**config.mk**
```make
export PLATFORM = sky130hd
export DESIGN_NAME = plned_decoder
export DESIGN_NICKNAME = d
export VERILOG_FILES = /design/src/verilog/plned_pkg.sv /design/src/verilog/plned_decoder.sv
export SDC_FILE = /design/constraint.sdc
export NUM_CORES = 1
export LEC_CHECK = 0
export BUFFER_PORTS_ARGS = -buffer_cell sky130_fd_sc_hd__buf_2
export CAP_MARGIN = 10
export CORE_ASPECT_RATIO = 0.75
export CORE_UTILIZATION = 60
export CTS_CLUSTER_SIZE = 20
export DETAILED_ROUTE_END_ITERATION = 12
export GPL_TIMING_DRIVEN = 1
export PLACE_DENSITY_LB_ADDON = 0.1
export SKIP_CTS_REPAIR_TIMING = 1
export SYNTH_ARGS = -nofsm -noshare
export SYNTH_HDL_FRONTEND = slang
export SYNTH_SLANG_ARGS = --single-unit
```
**constraint.sdc**
```tcl
create_clock -name ref_clk -period 3.9 [get_ports ref_clk]
set_input_delay 0.585 -clock ref_clk [delete_from_list [all_inputs] [get_ports ref_clk]]
set_output_delay 0.585 -clock ref_clk [all_outputs]
set_load 0.01 [all_outputs]
```
**src/verilog/plned_pkg.sv**
```systemverilog
package plned_pkg;
   // -----------------------------------------------------------
   // character codes
   // -----------------------------------------------------------
   localparam logic [5:0] CODE_ESCAPE = 6'h3F;
   localparam logic [5:0] CODE_IGNORE = 6'h0F;
   localparam logic [5:0] CODE_SPACE = 6'h10;
   localparam logic [1:0] SKIP_TOP = 2'h2;
   localparam int LC_TOP_BIT = 5;
   localparam int LC_MODE_BIT = 4;
   localparam int SKIP_SHIFT = 3;
   localparam int BLANK_W = 7;
   localparam logic [3:0] TOP_OF_PAGE_N = 4'h0;
   localparam int LINE_MAX = 136;
   // -----------------------------------------------------------
   // print command op codes and paper motion selection
   // -----------------------------------------------------------
   localparam logic [5:0] OP_EDIT_BASE = 6'h18;
   localparam logic [5:0] OP_NONEDIT_BASE = 6'h08;
   localparam logic [1:0] ADV_NONE = 2'h0;
   localparam logic [1:0] ADV_SINGLE = 2'h1;
   localparam logic [1:0] ADV_DOUBLE = 2'h2;
   localparam logic [1:0] ADV_TOP = 2'h3;
   // -----------------------------------------------------------
   // states
   // -----------------------------------------------------------
   typedef enum logic [1:0] {
      ESC_NONE = 2'h0,
      ESC_ONE = 2'h1,
      ESC_TWO = 2'h3
   } plned_esc_type;
   typedef enum logic [1:0] {
      PH_IDLE = 2'h0,
      PH_RECV = 2'h1,
      PH_DRAIN = 2'h3,
      PH_ADV = 2'h2
   } plned_phase_type;
endpackage : plned_pkg

```
**src/verilog/plned_decoder.sv**
```systemverilog
`timescale 1ns/1ns
module plned_decoder (
   // clock and reset
   input wire logic ref_clk,
   input wire logic rst_n,
   // print command
   input wire logic cmd_valid,
   input wire logic [5:0] cmd_op,
   // print-line characters from the channel
   input wire logic char_valid,
   input wire logic [5:0] char_data,
   output logic char_ready,
   input wire logic xfer_end,
   // printable characters to the print mechanism
   output logic prn_valid,
   output logic [5:0] prn_char,
   input wire logic prn_ready,
   // vertical_format_tape_reader, sampled at each new paper position
   input wire logic tape_step,
   input wire logic [3:0] tape_punch,
   input wire logic tape_ch5,
   input wire logic tape_ch6,
   // paper motion and line status
   output logic paper_move,
   output logic line_done,
   output logic busy
);
   import plned_pkg::*;

   // -----------------------------------------------------------
   // functions
   // -----------------------------------------------------------
   function automatic logic [BLANK_W-1:0] skip_blanks(input logic [3:0] bits);
      skip_blanks = BLANK_W'({bits, 3'h0});
   endfunction : skip_blanks

   function automatic logic op_is_print(input logic [5:0] op);
      op_is_print = (op[5:2] == OP_EDIT_BASE[5:2]) ||
                    (op[5:2] == OP_NONEDIT_BASE[5:2]);
   endfunction : op_is_print

   // -----------------------------------------------------------
   // state
   // -----------------------------------------------------------
   plned_phase_type phase_r, phase_nxt;
   plned_esc_type esc_r, esc_nxt;
   logic edit_r, edit_nxt;
   logic [BLANK_W-1:0] blank_r, blank_nxt;
   logic tape_mode_r, tape_mode_nxt;
   logic [3:0] adv_n_r, adv_n_nxt;
   logic inline_r, inline_nxt;
   logic auto_r, auto_nxt;
   logic done_r, done_nxt;
   logic ready_r, ready_nxt;
   logic move_r, move_nxt;
   logic line_done_r, line_done_nxt;
   logic busy_r, busy_nxt;
   logic [5:0] head_r, head_nxt, tail_r, tail_nxt;
   logic hv_r, hv_nxt, tv_r, tv_nxt;

   // -----------------------------------------------------------
   // character decode
   // -----------------------------------------------------------
   wire take = ready_r && char_valid;
   wire is_esc = (char_data == CODE_ESCAPE);
   wire is_ign = (char_data == CODE_IGNORE);
   wire is_lc = ~char_data[LC_TOP_BIT];
   wire is_skip = (char_data[5:4] == SKIP_TOP);
   wire lc_tape = char_data[LC_MODE_BIT];
   wire [3:0] lc_n = char_data[3:0];
   wire in_edit = edit_r;
   // what this character does, by escape depth
   wire lead_esc = take && in_edit && (esc_r == ESC_NONE) && is_esc;
   wire second_esc = take && in_edit && (esc_r == ESC_ONE) && is_esc;
   wire lc_hit = take && in_edit && (esc_r == ESC_ONE) && is_lc;
   wire skip_hit = take && in_edit && (esc_r == ESC_ONE) && is_skip;
   wire drop_ign = take && in_edit && (esc_r == ESC_NONE) && is_ign;
   // a single escape kills a following 11xxxx non-escape code
   wire drop_esc = take && in_edit && (esc_r == ESC_ONE) && !is_esc && !is_lc && !is_skip;
   // nonedit and forced characters print their own code; blank is the space code
   // every taken code that none of the decodes above swallows goes to print
   wire print_char = take && !(lead_esc || second_esc || lc_hit || skip_hit ||
                     drop_ign || drop_esc);
   wire line_end = (phase_r == PH_RECV) && (lc_hit || (xfer_end && !take) ||
                   (xfer_end && take && !lc_hit));

   // -----------------------------------------------------------
   // two-entry output buffer
   // -----------------------------------------------------------
   wire pop = hv_r && prn_ready;
   wire blank_push = (blank_r != '0) && (!tv_r || pop);
   wire push = print_char || blank_push;
   wire [5:0] push_char = print_char ? char_data : CODE_SPACE;
   wire buf_empty = !hv_r && !tv_r;

   // the tail only fills while the head is occupied,
   // so a stall never loses a word and order is kept
   always_comb begin
      head_nxt = head_r;
      tail_nxt = tail_r;
      hv_nxt = hv_r;
      tv_nxt = tv_r;
      if (pop || !hv_r) begin
         if (tv_r) begin
            head_nxt = tail_r;
            hv_nxt = 1'b1;
            tv_nxt = push;
            tail_nxt = push ? push_char : tail_r;
         end else begin
            head_nxt = push ? push_char : head_r;
            hv_nxt = push;
         end
      end else if (push) begin
         tail_nxt = push_char;
         tv_nxt = 1'b1;
      end
   end

   wire [1:0] fill_nxt = {1'b0, hv_nxt} + {1'b0, tv_nxt};

   // -----------------------------------------------------------
   // escape decoder
   // -----------------------------------------------------------
   always_comb begin
      esc_nxt = esc_r;
      if (phase_r != PH_RECV) begin
         esc_nxt = ESC_NONE;
      end else if (lead_esc) begin
         esc_nxt = ESC_ONE;
      end else if (second_esc) begin
         esc_nxt = ESC_TWO;
      end else if (take && in_edit) begin
         // the character after one or two escapes closes the sequence
         esc_nxt = ESC_NONE;
      end
   end

   // skip blanks count down one per pushed blank
   always_comb begin
      blank_nxt = blank_r;
      if (skip_hit) begin
         blank_nxt = skip_blanks(char_data[3:0]);
      end else if (blank_push) begin
         blank_nxt = blank_r - BLANK_W'(1);
      end
   end

   // -----------------------------------------------------------
   // paper advance tracking
   // -----------------------------------------------------------
   wire cnt_zero = (adv_n_r == 4'h0);
   wire [3:0] cnt_dec = cnt_zero ? 4'h0 : adv_n_r - 4'h1;
   wire prog_hit = tape_mode_r ? (tape_punch == adv_n_r) : (cnt_dec == 4'h0);
   wire step_done = done_r || prog_hit;
   // in-line advance only honours channel 5 where it stops
   wire auto_start = tape_ch5 && (!inline_r || (step_done && !done_r));
   wire step_auto = (auto_r && !tape_ch6) || (auto_start && !tape_ch6);
   wire adv_stop = step_done && !step_auto;
   // motion chosen when the line closes, used when the buffer has drained
   wire start_done = !tape_mode_r && cnt_zero;

   // -----------------------------------------------------------
   // line sequencing
   // -----------------------------------------------------------
   always_comb begin
      phase_nxt = phase_r;
      edit_nxt = edit_r;
      tape_mode_nxt = tape_mode_r;
      adv_n_nxt = adv_n_r;
      inline_nxt = inline_r;
      auto_nxt = auto_r;
      done_nxt = done_r;
      move_nxt = move_r;
      line_done_nxt = 1'b0;
      unique case (phase_r)
         PH_IDLE: begin
            if (cmd_valid && op_is_print(cmd_op)) begin
               phase_nxt = PH_RECV;
               edit_nxt = (cmd_op[5:2] == OP_EDIT_BASE[5:2]);
               inline_nxt = 1'b0;
               auto_nxt = 1'b0;
               // command's own paper motion, held unless the line overrides it
               tape_mode_nxt = (cmd_op[1:0] == ADV_TOP);
               unique case (cmd_op[1:0])
                  ADV_NONE: adv_n_nxt = 4'h0;
                  ADV_SINGLE: adv_n_nxt = 4'h1;
                  ADV_DOUBLE: adv_n_nxt = 4'h2;
                  ADV_TOP: adv_n_nxt = TOP_OF_PAGE_N;
               endcase
            end
         end
         PH_RECV: begin
            if (lc_hit) begin
               tape_mode_nxt = lc_tape;
               adv_n_nxt = lc_n;
               inline_nxt = 1'b1;
            end
            if (line_end) begin
               phase_nxt = PH_DRAIN;
            end
         end
         PH_DRAIN: begin
            // printing always finishes before paper moves
            if (buf_empty && (blank_r == '0)) begin
               done_nxt = start_done;
               if (start_done) begin
                  phase_nxt = PH_IDLE;
                  line_done_nxt = 1'b1;
               end else begin
                  phase_nxt = PH_ADV;
                  move_nxt = 1'b1;
               end
            end
         end
         PH_ADV: begin
            if (tape_step) begin
               if (!tape_mode_r) begin
                  adv_n_nxt = cnt_dec;
               end
               done_nxt = step_done;
               auto_nxt = step_auto;
               if (adv_stop) begin
                  phase_nxt = PH_IDLE;
                  move_nxt = 1'b0;
                  line_done_nxt = 1'b1;
               end
            end
         end
      endcase
   end

   // registered ready: at most one push lands per cycle, so one free slot suffices
   assign ready_nxt = (phase_nxt == PH_RECV) && (blank_nxt == '0) && (fill_nxt != 2'h2);
   assign busy_nxt = (phase_nxt != PH_IDLE);

   // -----------------------------------------------------------
   // registers
   // -----------------------------------------------------------
   always_ff @(posedge ref_clk) begin
      if (!rst_n) begin
         phase_r <= PH_IDLE;
         esc_r <= ESC_NONE;
         edit_r <= 1'b0;
         blank_r <= '0;
         tape_mode_r <= 1'b0;
         adv_n_r <= 4'h0;
         inline_r <= 1'b0;
         auto_r <= 1'b0;
         done_r <= 1'b0;
      end else begin
         phase_r <= phase_nxt;
         esc_r <= esc_nxt;
         edit_r <= edit_nxt;
         blank_r <= blank_nxt;
         tape_mode_r <= tape_mode_nxt;
         adv_n_r <= adv_n_nxt;
         inline_r <= inline_nxt;
         auto_r <= auto_nxt;
         done_r <= done_nxt;
      end
   end

   always_ff @(posedge ref_clk) begin
      if (!rst_n) begin
         head_r <= 6'h00;
         tail_r <= 6'h00;
         hv_r <= 1'b0;
         tv_r <= 1'b0;
         ready_r <= 1'b0;
         move_r <= 1'b0;
         line_done_r <= 1'b0;
         busy_r <= 1'b0;
      end else begin
         head_r <= head_nxt;
         tail_r <= tail_nxt;
         hv_r <= hv_nxt;
         tv_r <= tv_nxt;
         ready_r <= ready_nxt;
         move_r <= move_nxt;
         line_done_r <= line_done_nxt;
         busy_r <= busy_nxt;
      end
   end

   // -----------------------------------------------------------
   // outputs
   // -----------------------------------------------------------
   assign char_ready = ready_r;
   assign prn_valid = hv_r;
   assign prn_char = head_r;
   assign paper_move = move_r;
   assign line_done = line_done_r;
   assign busy = busy_r;

endmodule : plned_decoder

```
# ---- Yosys cells after proc, flatten, opt, wreduce, memory -nomap -nowiden
# Index checks and enable logic that the tools add are counted.
dict set report word_totals {
  output_inout_bits 11
  ff_bits 38
  word_cells 181
  in_bits 25
}
dict set report op_classes {
  n_reduce_logical 82
  n_addsub 3
  n_eq_ne 24
  bitwise 2
  mux 52
}
# op count
set op_table {}
lappend op_table {{two-way mux 6 bit} 6}
lappend op_table {{logical AND 1 bit} 30}
lappend op_table {{one-hot mux 4 bit (3 select lines)} 2}
lappend op_table {{two-way mux 1 bit} 22}
lappend op_table {{two-way mux 4 bit} 5}
lappend op_table {{inequality test 2 bit (second input constant)} 9}
lappend op_table {{two-way mux 2 bit} 8}
lappend op_table {{logical NOT 7 bit} 2}
lappend op_table {{logical OR 1 bit} 14}
lappend op_table {{two-way mux 7 bit} 2}
lappend op_table {{logical NOT 1 bit} 12}
lappend op_table {{one-hot mux 1 bit (2 select lines)} 6}
lappend op_table {{nonzero test 2 bit} 6}
lappend op_table {{== test 2 bit (second input constant)} 5}
lappend op_table {{AND reduction 5 bit} 2}
lappend op_table {{AND reduction 3 bit} 3}
lappend op_table {{== test 2 x 1 -> 1 bit (second input constant)} 4}
lappend op_table {{logical NOT 4 bit} 2}
lappend op_table {{one-hot mux 2 bit (4 select lines)} 1}
lappend op_table {{nonzero test 7 bit} 1}
lappend op_table {{subtractor 7 x 1 -> 7 bit (second input constant)} 1}
lappend op_table {{== test 6 x 4 -> 1 bit (second input constant)} 1}
lappend op_table {{== test 6 bit (second input constant)} 1}
lappend op_table {{logical NOT 2 bit} 3}
lappend op_table {{11 further kinds} 15}

# ---- Logic depth before layout (Yosys ltp)
# Gate-level depths: netlist of the first run.
dict set report depth {
  ltp_word 18
  ltp_mapped 10
  mapped_depth_nobuf 8
}

# ---- Worst setup path before layout of the first run
# No wires, ideal clock.
dict set report synth_timing {
  kind {reg2reg}
  start {register blank_r[0]}
  end {register move_r, in the netlist paper_move}
  arrival_time_ns 2.132
  synth_period_minus_slack_ns 2.267
  path_slack_ns 1.633
  path_buffers 2
  required_time_ns 3.765
  stages_incl_launch_ff 11
  setup_time_ns 0.135
  cell_sequence {dfxtp_1 -> inv_1 -> ha_1 -> or3b_1 -> buf_2 -> or3_4 -> buf_6 -> nand2b_4 -> a21o_1 -> a211oi_1 -> o32ai_1}
}
dict set report synth_between {
  elab_chain_len 4
}
# item line_no
set synth_rtl {}
lappend synth_rtl {{start: declaration} plned_decoder.sv:48} ;# logic [BLANK_W-1:0] blank_r, blank_nxt;
lappend synth_rtl {{start signal: assignment} plned_decoder.sv:254} ;# blank_r <= blank_nxt;
lappend synth_rtl {{logical NOT 7 bit} plned_decoder.sv:204} ;# if (buf_empty && (blank_r == '0)) begin
lappend synth_rtl {{logical AND 1 bit} plned_decoder.sv:204}
lappend synth_rtl {{inequality test 2 bit (no line)} n/a}
lappend synth_rtl {{AND reduction 5 bit (no line)} n/a}
lappend synth_rtl {{end signal: assignment} plned_decoder.sv:279} ;# move_r <= move_nxt;
lappend synth_rtl {{end: declaration} plned_decoder.sv:55} ;# logic move_r, move_nxt;
# No other way between the ends.
# A chain may end at the register's enable or synchronous reset.

# ---- Worst setup path after layout of the first run
# Same ends and word-level chain as after synthesis.

==> impl_metrics.env, run 1 <==
export IMPL_status="completed"
export IMPL_avgSynthCellArea_um2=8.17
export IMPL_path_class="reg2reg"
export IMPL_r2r_start="blank_r[0]"
export IMPL_post_route_period_util=0.595
export IMPL_critPathCaptureType="flip-flop"
export IMPL_p_leak_uw=0.00109
export IMPL_clk_latency_ns=0.29
export IMPL_seq_area_frac_synth=0.339
export IMPL_crit_path_start_kind="flip-flop"
export IMPL_power_frac_clock=0.236
export IMPL_fmax_mhz=431
export IMPL_pre_cts_ws_ns=1.60
export IMPL_timing_final_ws_setup_ns=1.58
export IMPL_timing_max_cap_violations=0
export IMPL_final_antenna_net_count=0
export IMPL_place_inst=350
export IMPL_cts_buffers=5
export IMPL_synth_cells=275
export IMPL_tritoncts="built"
export IMPL_min_path_type="reg2reg"
export IMPL_synthesis_nets=306
export IMPL_rows=18
export IMPL_nNetsFinal=338
export IMPL_vias_per_cell=6.01
export IMPL_dp_hpwl_um=3780
export IMPL_core_um2=3420
export IMPL_p_sw_uw=659
export IMPL_pwr_share_comb=0.441
export IMPL_postPlaceCellArea_um2=2440
export IMPL_synth_area_um2=2250
export IMPL_powerDensity_nw_per_um2=662
export IMPL_gp_congestion=0.820
export IMPL_grt_pass1_wl_um=8380
export IMPL_maxSlewViolCount=0
export IMPL_layout_drive_gt1_share=0.175
export IMPL_rsz0062_at_grt="no"
export IMPL_grt_usage=0.280
export IMPL_area_growth_pct=14.8
export IMPL_internal_power_uw=1050
export IMPL_synth_edff_count=0
export IMPL_finalSetupViolations=0
export IMPL_cp_max_fo=7
export IMPL_hold_viol_final=0
export IMPL_antenna_found_initial=0
export IMPL_routedWlPerCell_um=14.6
export IMPL_cts_max_path_buffers=2
export IMPL_cts_max_level=2
export IMPL_n_fill_cell=286
export IMPL_stdcell_area_um2=2580
export IMPL_worst_slew_pin_slew_ns=0.771
export IMPL_finClkSkew_ns=0.00626
export IMPL_period_minus_slack_ns=2.32
export IMPL_die_area_um2=4000
export IMPL_ys_seq_elements=38
export IMPL_setup_tns_ns=0
export IMPL_grt_overflow=0
export IMPL_synth_distinct_cells=57
export IMPL_synth_flop_cell="dfxtp_1"
export IMPL_finalPower_uw=1710
export IMPL_slew_headroom=0.483
export IMPL_required_ns=4.06
export IMPL_dr_total_vias=2153
export IMPL_yosysWarnings=0
export IMPL_cp_startpoint="blank_r[0]"
export IMPL_dieHeight_um=55
export IMPL_worstHoldStart="paper_move"
export IMPL_grt_pass1_vias=1801
export IMPL_clock_root_buffer="clkbuf_8"
export IMPL_async_flop_share=0
export IMPL_grt_max_degree=27
export IMPL_cts_num_sinks=38
export IMPL_drc_errors=0
export IMPL_die_w_um=72.7
export IMPL_io_pins=36
export IMPL_seqPwrFrac=0.323
export IMPL_drt_iter0_drc=139
export IMPL_routed_wl_um=5220
export IMPL_layout_cells_non_filler=358
export IMPL_insertedDiodeCount=0
export IMPL_peakVddDrop_uv=607
export IMPL_critPathArrivalTime_ns=2.48
export IMPL_first_pass_iters=6
export IMPL_swShare=0.386
export IMPL_initial_core_util=0.656
export IMPL_io_buffers=35
export IMPL_clk_pin_slew_ns=0.08
## registers in the layout, indices dropped and copies added (netlist names), 2 cells and up
register  count
adv_n_r       4
blank_r       7
esc_r         2
phase_r       2
prn_char      6
tail_r        6
## synthesized netlist by cell type (2+ instances only)
cell / n / area share
o211ai_1: 2 / 0.0067
mux2i_1: 6 / 0.027
clkbuf_1: 9 / 0.015
o41ai_1: 2 / 0.0078
a22oi_1: 13 / 0.043
dfxtp_1: 38 / 0.34
ha_1: 6 / 0.033
xnor2_1: 3 / 0.012
o31a_1: 2 / 0.0078
nor2b_1: 5 / 0.014
nor2_1: 33 / 0.055
or2_2: 2 / 0.0056
nand2_1: 23 / 0.038
nand2b_1: 6 / 0.017
a221oi_1: 3 / 0.012
a21oi_1: 15 / 0.033
and2_1: 3 / 0.0084
nor4_1: 2 / 0.0056
xor2_1: 7 / 0.027
o21a_1: 2 / 0.0067
nand3_1: 5 / 0.011
or3_1: 4 / 0.011
a21boi_0: 3 / 0.010
o221ai_1: 3 / 0.012
o32ai_1: 2 / 0.0078
a211oi_1: 12 / 0.040
nor3_1: 8 / 0.018
o22ai_1: 3 / 0.0084
inv_1: 18 / 0.030
o21ai_0: 8 / 0.018
## worst paths after layout
kind	endpoint	slack [ns]	cells after the start
setup / recovery	paper_move	1.58	8
hold / removal	paper_move	0.47	2
setup reg to reg	paper_move	1.58	8
hold reg to reg	paper_move	0.47	2
## stage by stage
stage,utilization,hold slack (ns)
after detailed placement,0.713,0.465
after global placement,0.713,0.456
after floorplan,-,0.451
after CTS,0.754,0.480
final,0.754,0.474
after global routing,0.754,0.493
## per-layer routing
layer | track usage | up-vias | share of wire
met5 | 0 | - | 0
met4 | 0.0686 | 0 | 0.010
met3 | 0.0743 | 8 | 0.082
met2 | 0.419 | 91 | 0.42
met1 | 0.401 | 992 | 0.48
li1 | - | 1062 | -
## power by group through the flow
stage	Combinational, µW	Clock (µW)	Sequential (µW)
final	753	403	552
after global routing	835	423	566
after CTS	747	409	551
after detailed placement	735	0	559
after global placement	721	0	558
after floorplan	575	0	561
## worst max-delay path, cell delays in order (launching register included)
cell and delay, ns:
dfxtp_1 0.35, inv_1 0.07, ha_1 0.19, or3b_1 0.45, or3_4 0.46, nand2b_4 0.15
a21o_1 0.18, a211oi_1 0.21, o32ai_1 0.12
## layout make-up
cell class                      count  area [µm²]  share of cell area
Tap cell                           50        62.6              0.0242
Multi-Input combinational cell    207        1370               0.529
Sequential cell                    38         761               0.295
Clock inverter                      3        68.8              0.0267
Clock buffer                        5        68.8              0.0267
Timing Repair Buffer               36         183              0.0708
Inverter                           19        71.3              0.0276
## logic make-up (layout without fill, tap and decap cells)
logic type	Yosys count	count (layout)	synth area share
AO/OA/AOI/OAI	82	82	0.272
XOR/XNOR	10	10	0.0390
adder cells (fa/ha/maj)	7	7	0.0379
buffers and inverters	30	63	0.0540
flip-flops	38	38	0.339
multiplexers	7	7	0.0317
AND/OR/NAND/NOR	101	101	0.227
## cells in the final DEF, fill, tap and decap left out, types with 2 or more instances in the layout
| cell | instances |
|---|---|
| a22oi_1 | 13 |
| or3_1 | 4 |
| buf_2 | 35 |
| inv_1 | 18 |
| o22ai_1 | 3 |
| ha_1 | 6 |
| o21a_1 | 2 |
| clkbuf_8 | 5 |
| nand2b_1 | 6 |
| xnor2_1 | 3 |
| nand3_1 | 5 |
| a21oi_1 | 15 |
| xor2_1 | 7 |
| nor2b_1 | 5 |
| o221ai_1 | 3 |
| dfxtp_1 | 38 |
| nor2_1 | 33 |
| nor4_1 | 2 |
| or2_2 | 2 |
| mux2i_1 | 6 |
| o21ai_0 | 8 |
| nand2_1 | 23 |
| o31a_1 | 2 |
| and2_1 | 3 |
| a221oi_1 | 3 |
| o211ai_1 | 2 |
| o32ai_1 | 2 |
| nor3_1 | 8 |
| a211oi_1 | 12 |
| a21boi_0 | 3 |
| bufinv_16 | 2 |
| o41ai_1 | 2 |
(Power assumes the default switching activity.)
==> run 2: changes to the inputs <==
- ABC_AREA: unset -> 1
- CORE_UTILIZATION: 60 -> 56
- clock period: 3.9 -> 2.28 ns (I/O delays scaled with it)
==> run 2 against run 1 <==
Against the previous run:
- synthesized area is 0.78% higher
- design area is 0.19% lower
- flip-flop and latch count stayed put
- maximum frequency is 16% higher
- clock skew is 0.0017 ns lower
- hold slack worse by 0.15 ns
- largest cell class unchanged
==> impl_metrics.env, run 2 <==
export IMPL_initial_core_util=0.603
export IMPL_rsz0062_at_grt="no"
export IMPL_drt_iter0_drc=164
export IMPL_worst_slew_pin_slew_ns=0.682
export IMPL_ys_seq_elements=38
export IMPL_synth_flop_cell="dfxtp_1"
export IMPL_synth_common_cells="74 x nand2_1, 53 x nor2_1, 43 x inv_1"
export IMPL_area_growth_pct=13.7
export IMPL_async_flop_share=0
export IMPL_min_path_type="in2reg"
export IMPL_yosysWarnings=0
export IMPL_seq_area_frac_synth=0.336
export IMPL_pwr_share_comb=0.546
export IMPL_routedWlPerCell_um=12.3
export IMPL_avgSynthCellArea_um2=6.51
export IMPL_peakVddDrop_uv=835
export IMPL_setup_tns_ns=0
export IMPL_required_ns=2.51
export IMPL_dr_total_vias=2281
export IMPL_utilization=0.686
export IMPL_io_pins=36
export IMPL_cp_slowest_cell="dfxtp_1"
export IMPL_largest_reg_flops=7
export IMPL_layout_common_cells="74 x nand2_1, 53 x nor2_1, 43 x inv_1"
export IMPL_nNetsFinal=416
export IMPL_period_minus_slack_ns=2.00
export IMPL_path_class="reg2reg"
export IMPL_p_sw_uw=1580
export IMPL_worstHoldStart="cmd_op[4]"
export IMPL_synthesis_nets=379
export IMPL_r2r_cells=14
export IMPL_grt_max_degree=21
export IMPL_internal_power_uw=1750
export IMPL_dieHeight_um=57.1
export IMPL_swShare=0.475
export IMPL_antenna_found_initial=0
export IMPL_layout_commonest_cell="nand2_1"
export IMPL_clk_latency_ns=0.30
export IMPL_place_inst=430
export IMPL_gp_congestion=0.888
export IMPL_r2r_slack_ns=0.28
export IMPL_post_route_period_util=0.876
export IMPL_synth_top_area_frac=0.336
export IMPL_top_register="blank_r"
export IMPL_grt_pass1_vias=1970
export IMPL_finClkSkew_ns=0.00458
export IMPL_cts_num_sinks=38
export IMPL_r2r_start="blank_r[0]"
export IMPL_cts_max_path_buffers=2
export IMPL_cts_buffers=5
export IMPL_synth_top_area_cell="dfxtp_1"
export IMPL_clock_root_buffer="clkbuf_8"
export IMPL_vias_per_cell=5.21
export IMPL_io_buffers=35
export IMPL_layout_cells_non_filler=438
export IMPL_path_common_cell="nand2_1"
export IMPL_grt_pass1_wl_um=8790
export IMPL_yosysMostFrequentCell="nand2_1"
export IMPL_cp_max_fo=9
export IMPL_max_stage_delay_ns=0.31
export IMPL_power_frac_clock=0.150
export IMPL_synth_edff_count=0
export IMPL_slew_headroom=0.545
export IMPL_seqPwrFrac=0.304
export IMPL_final_antenna_net_count=0
export IMPL_maxSlewViolCount=0
export IMPL_crit_path_start_kind="flip-flop"
export IMPL_grt_overflow=0
export IMPL_worstPathCellList="inv_1, ha_1, nand3_1, nor2_2, nor2_4, inv_4, nor2_1, o21ai_1, nand2_1, nor2_1, nand2_1, nor3_2, nand2_1, nor2_2"
export IMPL_hold_viol_final=0
export IMPL_reg2reg_to="char_ready"
export IMPL_timing_max_cap_violations=0
export IMPL_finalSetupViolations=0
export IMPL_fin_hold_ws_ns=0.321
export IMPL_core_um2=3760
export IMPL_finalPower_uw=3330
export IMPL_clk_pin_slew_ns=0.08
export IMPL_synth_distinct_cells=36
export IMPL_synth_area_um2=2260
export IMPL_synth_area_leaders="dfxtp_1 34%, nand2_1 12%, nor2_1 8.8%, inv_1 7.1%, a21oi_1 5.7%"
export IMPL_grtUsageMet2=0.407
export IMPL_critPathCaptureType="flip-flop"
export IMPL_layout_drive_gt1_share=0.184
export IMPL_grtUsageMet3=0.0618
export IMPL_powerDensity_nw_per_um2=1290
export IMPL_rows=19
export IMPL_routed_wl_um=5400
export IMPL_grtUsageMet1=0.386
export IMPL_die_w_um=75.4
export IMPL_drc_errors=0
export IMPL_synth_cells=348
export IMPL_tritoncts="built"
export IMPL_fmax_mhz=501
export IMPL_min_path_cells=3
export IMPL_insertedDiodeCount=0
export IMPL_status="completed"
export IMPL_critPathArrivalTime_ns=2.23
export IMPL_min_delay_worst_endpoint="edit_r"
export IMPL_cts_max_level=2
export IMPL_first_pass_iters=4
export IMPL_grt_busiest_layer="met2"
export IMPL_die_area_um2=4310
export IMPL_p_leak_uw=0.00121
export IMPL_dp_hpwl_um=4100
export IMPL_grt_usage=0.274
==> run 2: layer usage <==
metal  vias up  part of all wire
met5         -                 0
met4         0             0.014
met3         7             0.058
met2        69              0.44
met1      1008              0.48
li1       1197                 -
==> run 2: worst max path at each step <==
| stage | from | end | slack, ns | cells after the start |
|---|---|---|---|---|
| 2_1_floorplan | blank_r[0] | char_ready | 0.59 | 14 |
| 3_3_place_gp | tv_r | char_ready | 0.28 | 12 |
| 3_5_place_dp | tv_r | char_ready | 0.24 | 12 |
| 4_1_cts | tv_r | char_ready | 0.21 | 12 |
| 5_1_grt | blank_r[0] | char_ready | 0.02 | 14 |
| 6_report | blank_r[0] | char_ready | 0.28 | 14 |
==> run 2: critical path, delay by kind of cell, from the launching register on <==
kind            cells  cell delay [ns]
flops               1             0.31
compound gates      1             0.21
simple gates       10             0.99
buf+inv             2             0.19
fa+ha+maj           1             0.22
==> run 2: logic make-up (layout without fill, tap and decap cells) <==
| group | after synthesis | count (layout) | share of synthesized area |
|---|---|---|---|
| fa+ha+maj | 6 | 6 | 0.0331 |
| flops | 38 | 38 | 0.336 |
| xor+xnor | 4 | 4 | 0.0155 |
| simple gates | 172 | 172 | 0.336 |
| buf+inv | 57 | 95 | 0.101 |
| compound gates | 71 | 71 | 0.179 |
==> run 2: power by group through the flow <==
| stage | combinational, µW | sequential (µW) | clock (µW) |
|---|---|---|---|
| 2_1_floorplan | 1380 | 1020 | 0 |
| 3_3_place_gp | 1760 | 1020 | 0 |
| 3_5_place_dp | 1790 | 1020 | 0 |
| 4_1_cts | 1800 | 1010 | 509 |
| 5_1_grt | 2060 | 1040 | 536 |
| 6_report | 1820 | 1010 | 500 |
==> run 2: through the flow <==
step	cell area, µm²	setup WS [ns]
after floorplan	2260	0.588
after global placement	2480	0.283
after detailed placement	2480	0.239
after CTS	2570	0.208
after global routing	2570	0.0209
final	2570	0.284
==> run 2: area by class of cell <==
type | instances | area [µm²]
fillers | 362 | 1180
multi-input cells | 253 | 1280
clock buffers | 6 | 82.6
repair buffers | 36 | 183
flip-flops and latches | 38 | 762
inverters | 51 | 194
clock inverters | 2 | 12.5
well taps | 52 | 65.1
==> run 3: changes to the inputs <==
- GPL_ROUTABILITY_DRIVEN: unset -> 0
- clock period: 2.28 -> 2.1 ns (I/O delays scaled with it)
==> run 3 against run 2 <==
Against the previous run:
- design area up 2.2%
- clock power down 4%
- sequential power up 7%
- sequential share of layout area down 0.68 points
- total power up 14%
- hold slack worse by 0.012 ns
- critical path depth down 1
- routed wire length up 0.22%
- first-iteration DRC count down 30%
- cell count up 0.91%
- clock-buffer cell count down 1
- via count up 1.1%
==> impl_metrics.env, run 3 (synthesized netlist as in run 2, its figures left out) <==
export IMPL_dieHeight_um=57.1
export IMPL_drt_iter0_drc=114
export IMPL_top_register="blank_r"
export IMPL_area_growth_pct=16.2
export IMPL_initial_core_util=0.603
export IMPL_cts_max_path_buffers=2
export IMPL_nNetsFinal=421
export IMPL_cts_num_sinks=38
export IMPL_die_area_um2=4310
export IMPL_cts_buffers=5
export IMPL_utilization=0.701
export IMPL_internal_power_uw=1990
export IMPL_p_sw_uw=1790
export IMPL_antenna_found_initial=0
export IMPL_io_pins=36
export IMPL_r2r_slack_ns=0.1
export IMPL_seqPwrFrac=0.284
export IMPL_grt_pass1_wl_um=8820
export IMPL_drc_errors=0
export IMPL_final_antenna_net_count=0
export IMPL_critPathArrivalTime_ns=2.24
export IMPL_layout_commonest_cell="nand2_1"
export IMPL_vias_per_cell=5.22
export IMPL_grt_max_degree=21
export IMPL_clk_latency_ns=0.29
export IMPL_peakVddDrop_uv=906
export IMPL_pre_cts_ws_ns=-0.0301
export IMPL_power_frac_clock=0.127
export IMPL_routedWlPerCell_um=12.2
export IMPL_pwr_share_comb=0.588
export IMPL_dp_hpwl_um=3970
export IMPL_swShare=0.474
export IMPL_fmax_mhz=499
export IMPL_insertedDiodeCount=0
export IMPL_period_minus_slack_ns=2.00
export IMPL_cts_max_level=2
export IMPL_clk_pin_slew_ns=0.08
export IMPL_grtUsageMet2=0.439
export IMPL_required_ns=2.34
export IMPL_grtUsageMet3=0.0601
export IMPL_core_um2=3760
export IMPL_finalSetupViolations=0
export IMPL_slew_headroom=0.563
export IMPL_powerDensity_nw_per_um2=1440
export IMPL_grtUsageMet1=0.350
export IMPL_grt_overflow=0
export IMPL_hold_viol_final=0
export IMPL_largest_reg_flops=7
export IMPL_maxSlewViolCount=0
export IMPL_timing_final_ws_setup_ns=0.0961
export IMPL_first_pass_iters=4
export IMPL_layout_drive_gt1_share=0.203
export IMPL_grt_pass1_vias=2067
export IMPL_grt_usage=0.269
export IMPL_routed_wl_um=5410
export IMPL_post_route_period_util=0.954
export IMPL_cp_max_fo=4
export IMPL_status="completed"
export IMPL_tritoncts="built"
export IMPL_layout_common_cells="74 x nand2_1, 53 x nor2_1, 42 x inv_1"
export IMPL_min_path_type="in2reg"
export IMPL_clock_root_buffer="clkbuf_8"
export IMPL_io_buffers=35
export IMPL_critPathCaptureType="flip-flop"
export IMPL_setup_tns_ns=0
export IMPL_grt_busiest_layer="met2"
export IMPL_die_w_um=75.4
export IMPL_rows=19
export IMPL_worst_slew_pin_slew_ns=0.655
export IMPL_fin_hold_ws_ns=0.309
export IMPL_p_leak_uw=0.00123
export IMPL_path_class="reg2reg"
export IMPL_dr_total_vias=2307
export IMPL_crit_path_start_kind="flip-flop"
export IMPL_finClkSkew_ns=0.00632
export IMPL_timing_max_cap_violations=0
-- run 3: layout make-up --
cell class                 count  area, µm²
clock inverter                 2       10.0
inverter                      51        194
tap                           52       65.1
timing repair buffer          40        213
clock buffer                   5       68.8
multi-input combinational    254       1320
sequential                    38        761
fill                         351       1120
-- run 3: power groups by stage --
stage          clock (µW)  sequential [µW]  combinational, µW
5_1_grt               525             1100               2480
4_1_cts               490             1070               1990
2_1_floorplan           0             1100               1500
6_report              481             1080               2220
3_5_place_dp            0             1090               1980
3_3_place_gp            0             1090               1940
-- run 3: final timing paths --
path | from | to | cells past startpoint
max reg2reg | blank_r[0] | char_ready | 13
min reg2reg | inline_r | inline_r | 2
max | blank_r[0] | char_ready | 13
min | cmd_op[4] | edit_r | 3
-- run 3: per-stage QoR --
| stage | cell area (µm²) | instances | total power (µW) |
|---|---|---|---|
| 2_1_floorplan | 2260 | 348 | 2600 |
| 3_3_place_gp | 2490 | 431 | 3030 |
| 3_5_place_dp | 2490 | 431 | 3060 |
| 4_1_cts | 2560 | 438 | 3550 |
| 5_1_grt | 2630 | 442 | 4110 |
| 6_report | 2630 | 442 | 3780 |
-- run 3: critical path, stage by stage, from the launching register on --
cell and delay (ns):
dfxtp_1 0.36, inv_2 0.08, ha_4 0.18, nand3_2 0.10
nor2_4 0.06, nor2_4 0.18, nand2_2 0.08, o21ai_1 0.13
nand3_1 0.08, o21ai_1 0.14, nand2_1 0.14, nor3_4 0.26
nand2_1 0.10, nor2_2 0.07
-- run 3: per-layer routing --
| layer | up-vias | share of wire |
|---|---|---|
| met4 | 0 | 0.013 |
| met2 | 84 | 0.45 |
| li1 | 1194 | - |
| met1 | 1021 | 0.47 |
| met5 | - | 0 |
| met3 | 8 | 0.065 |
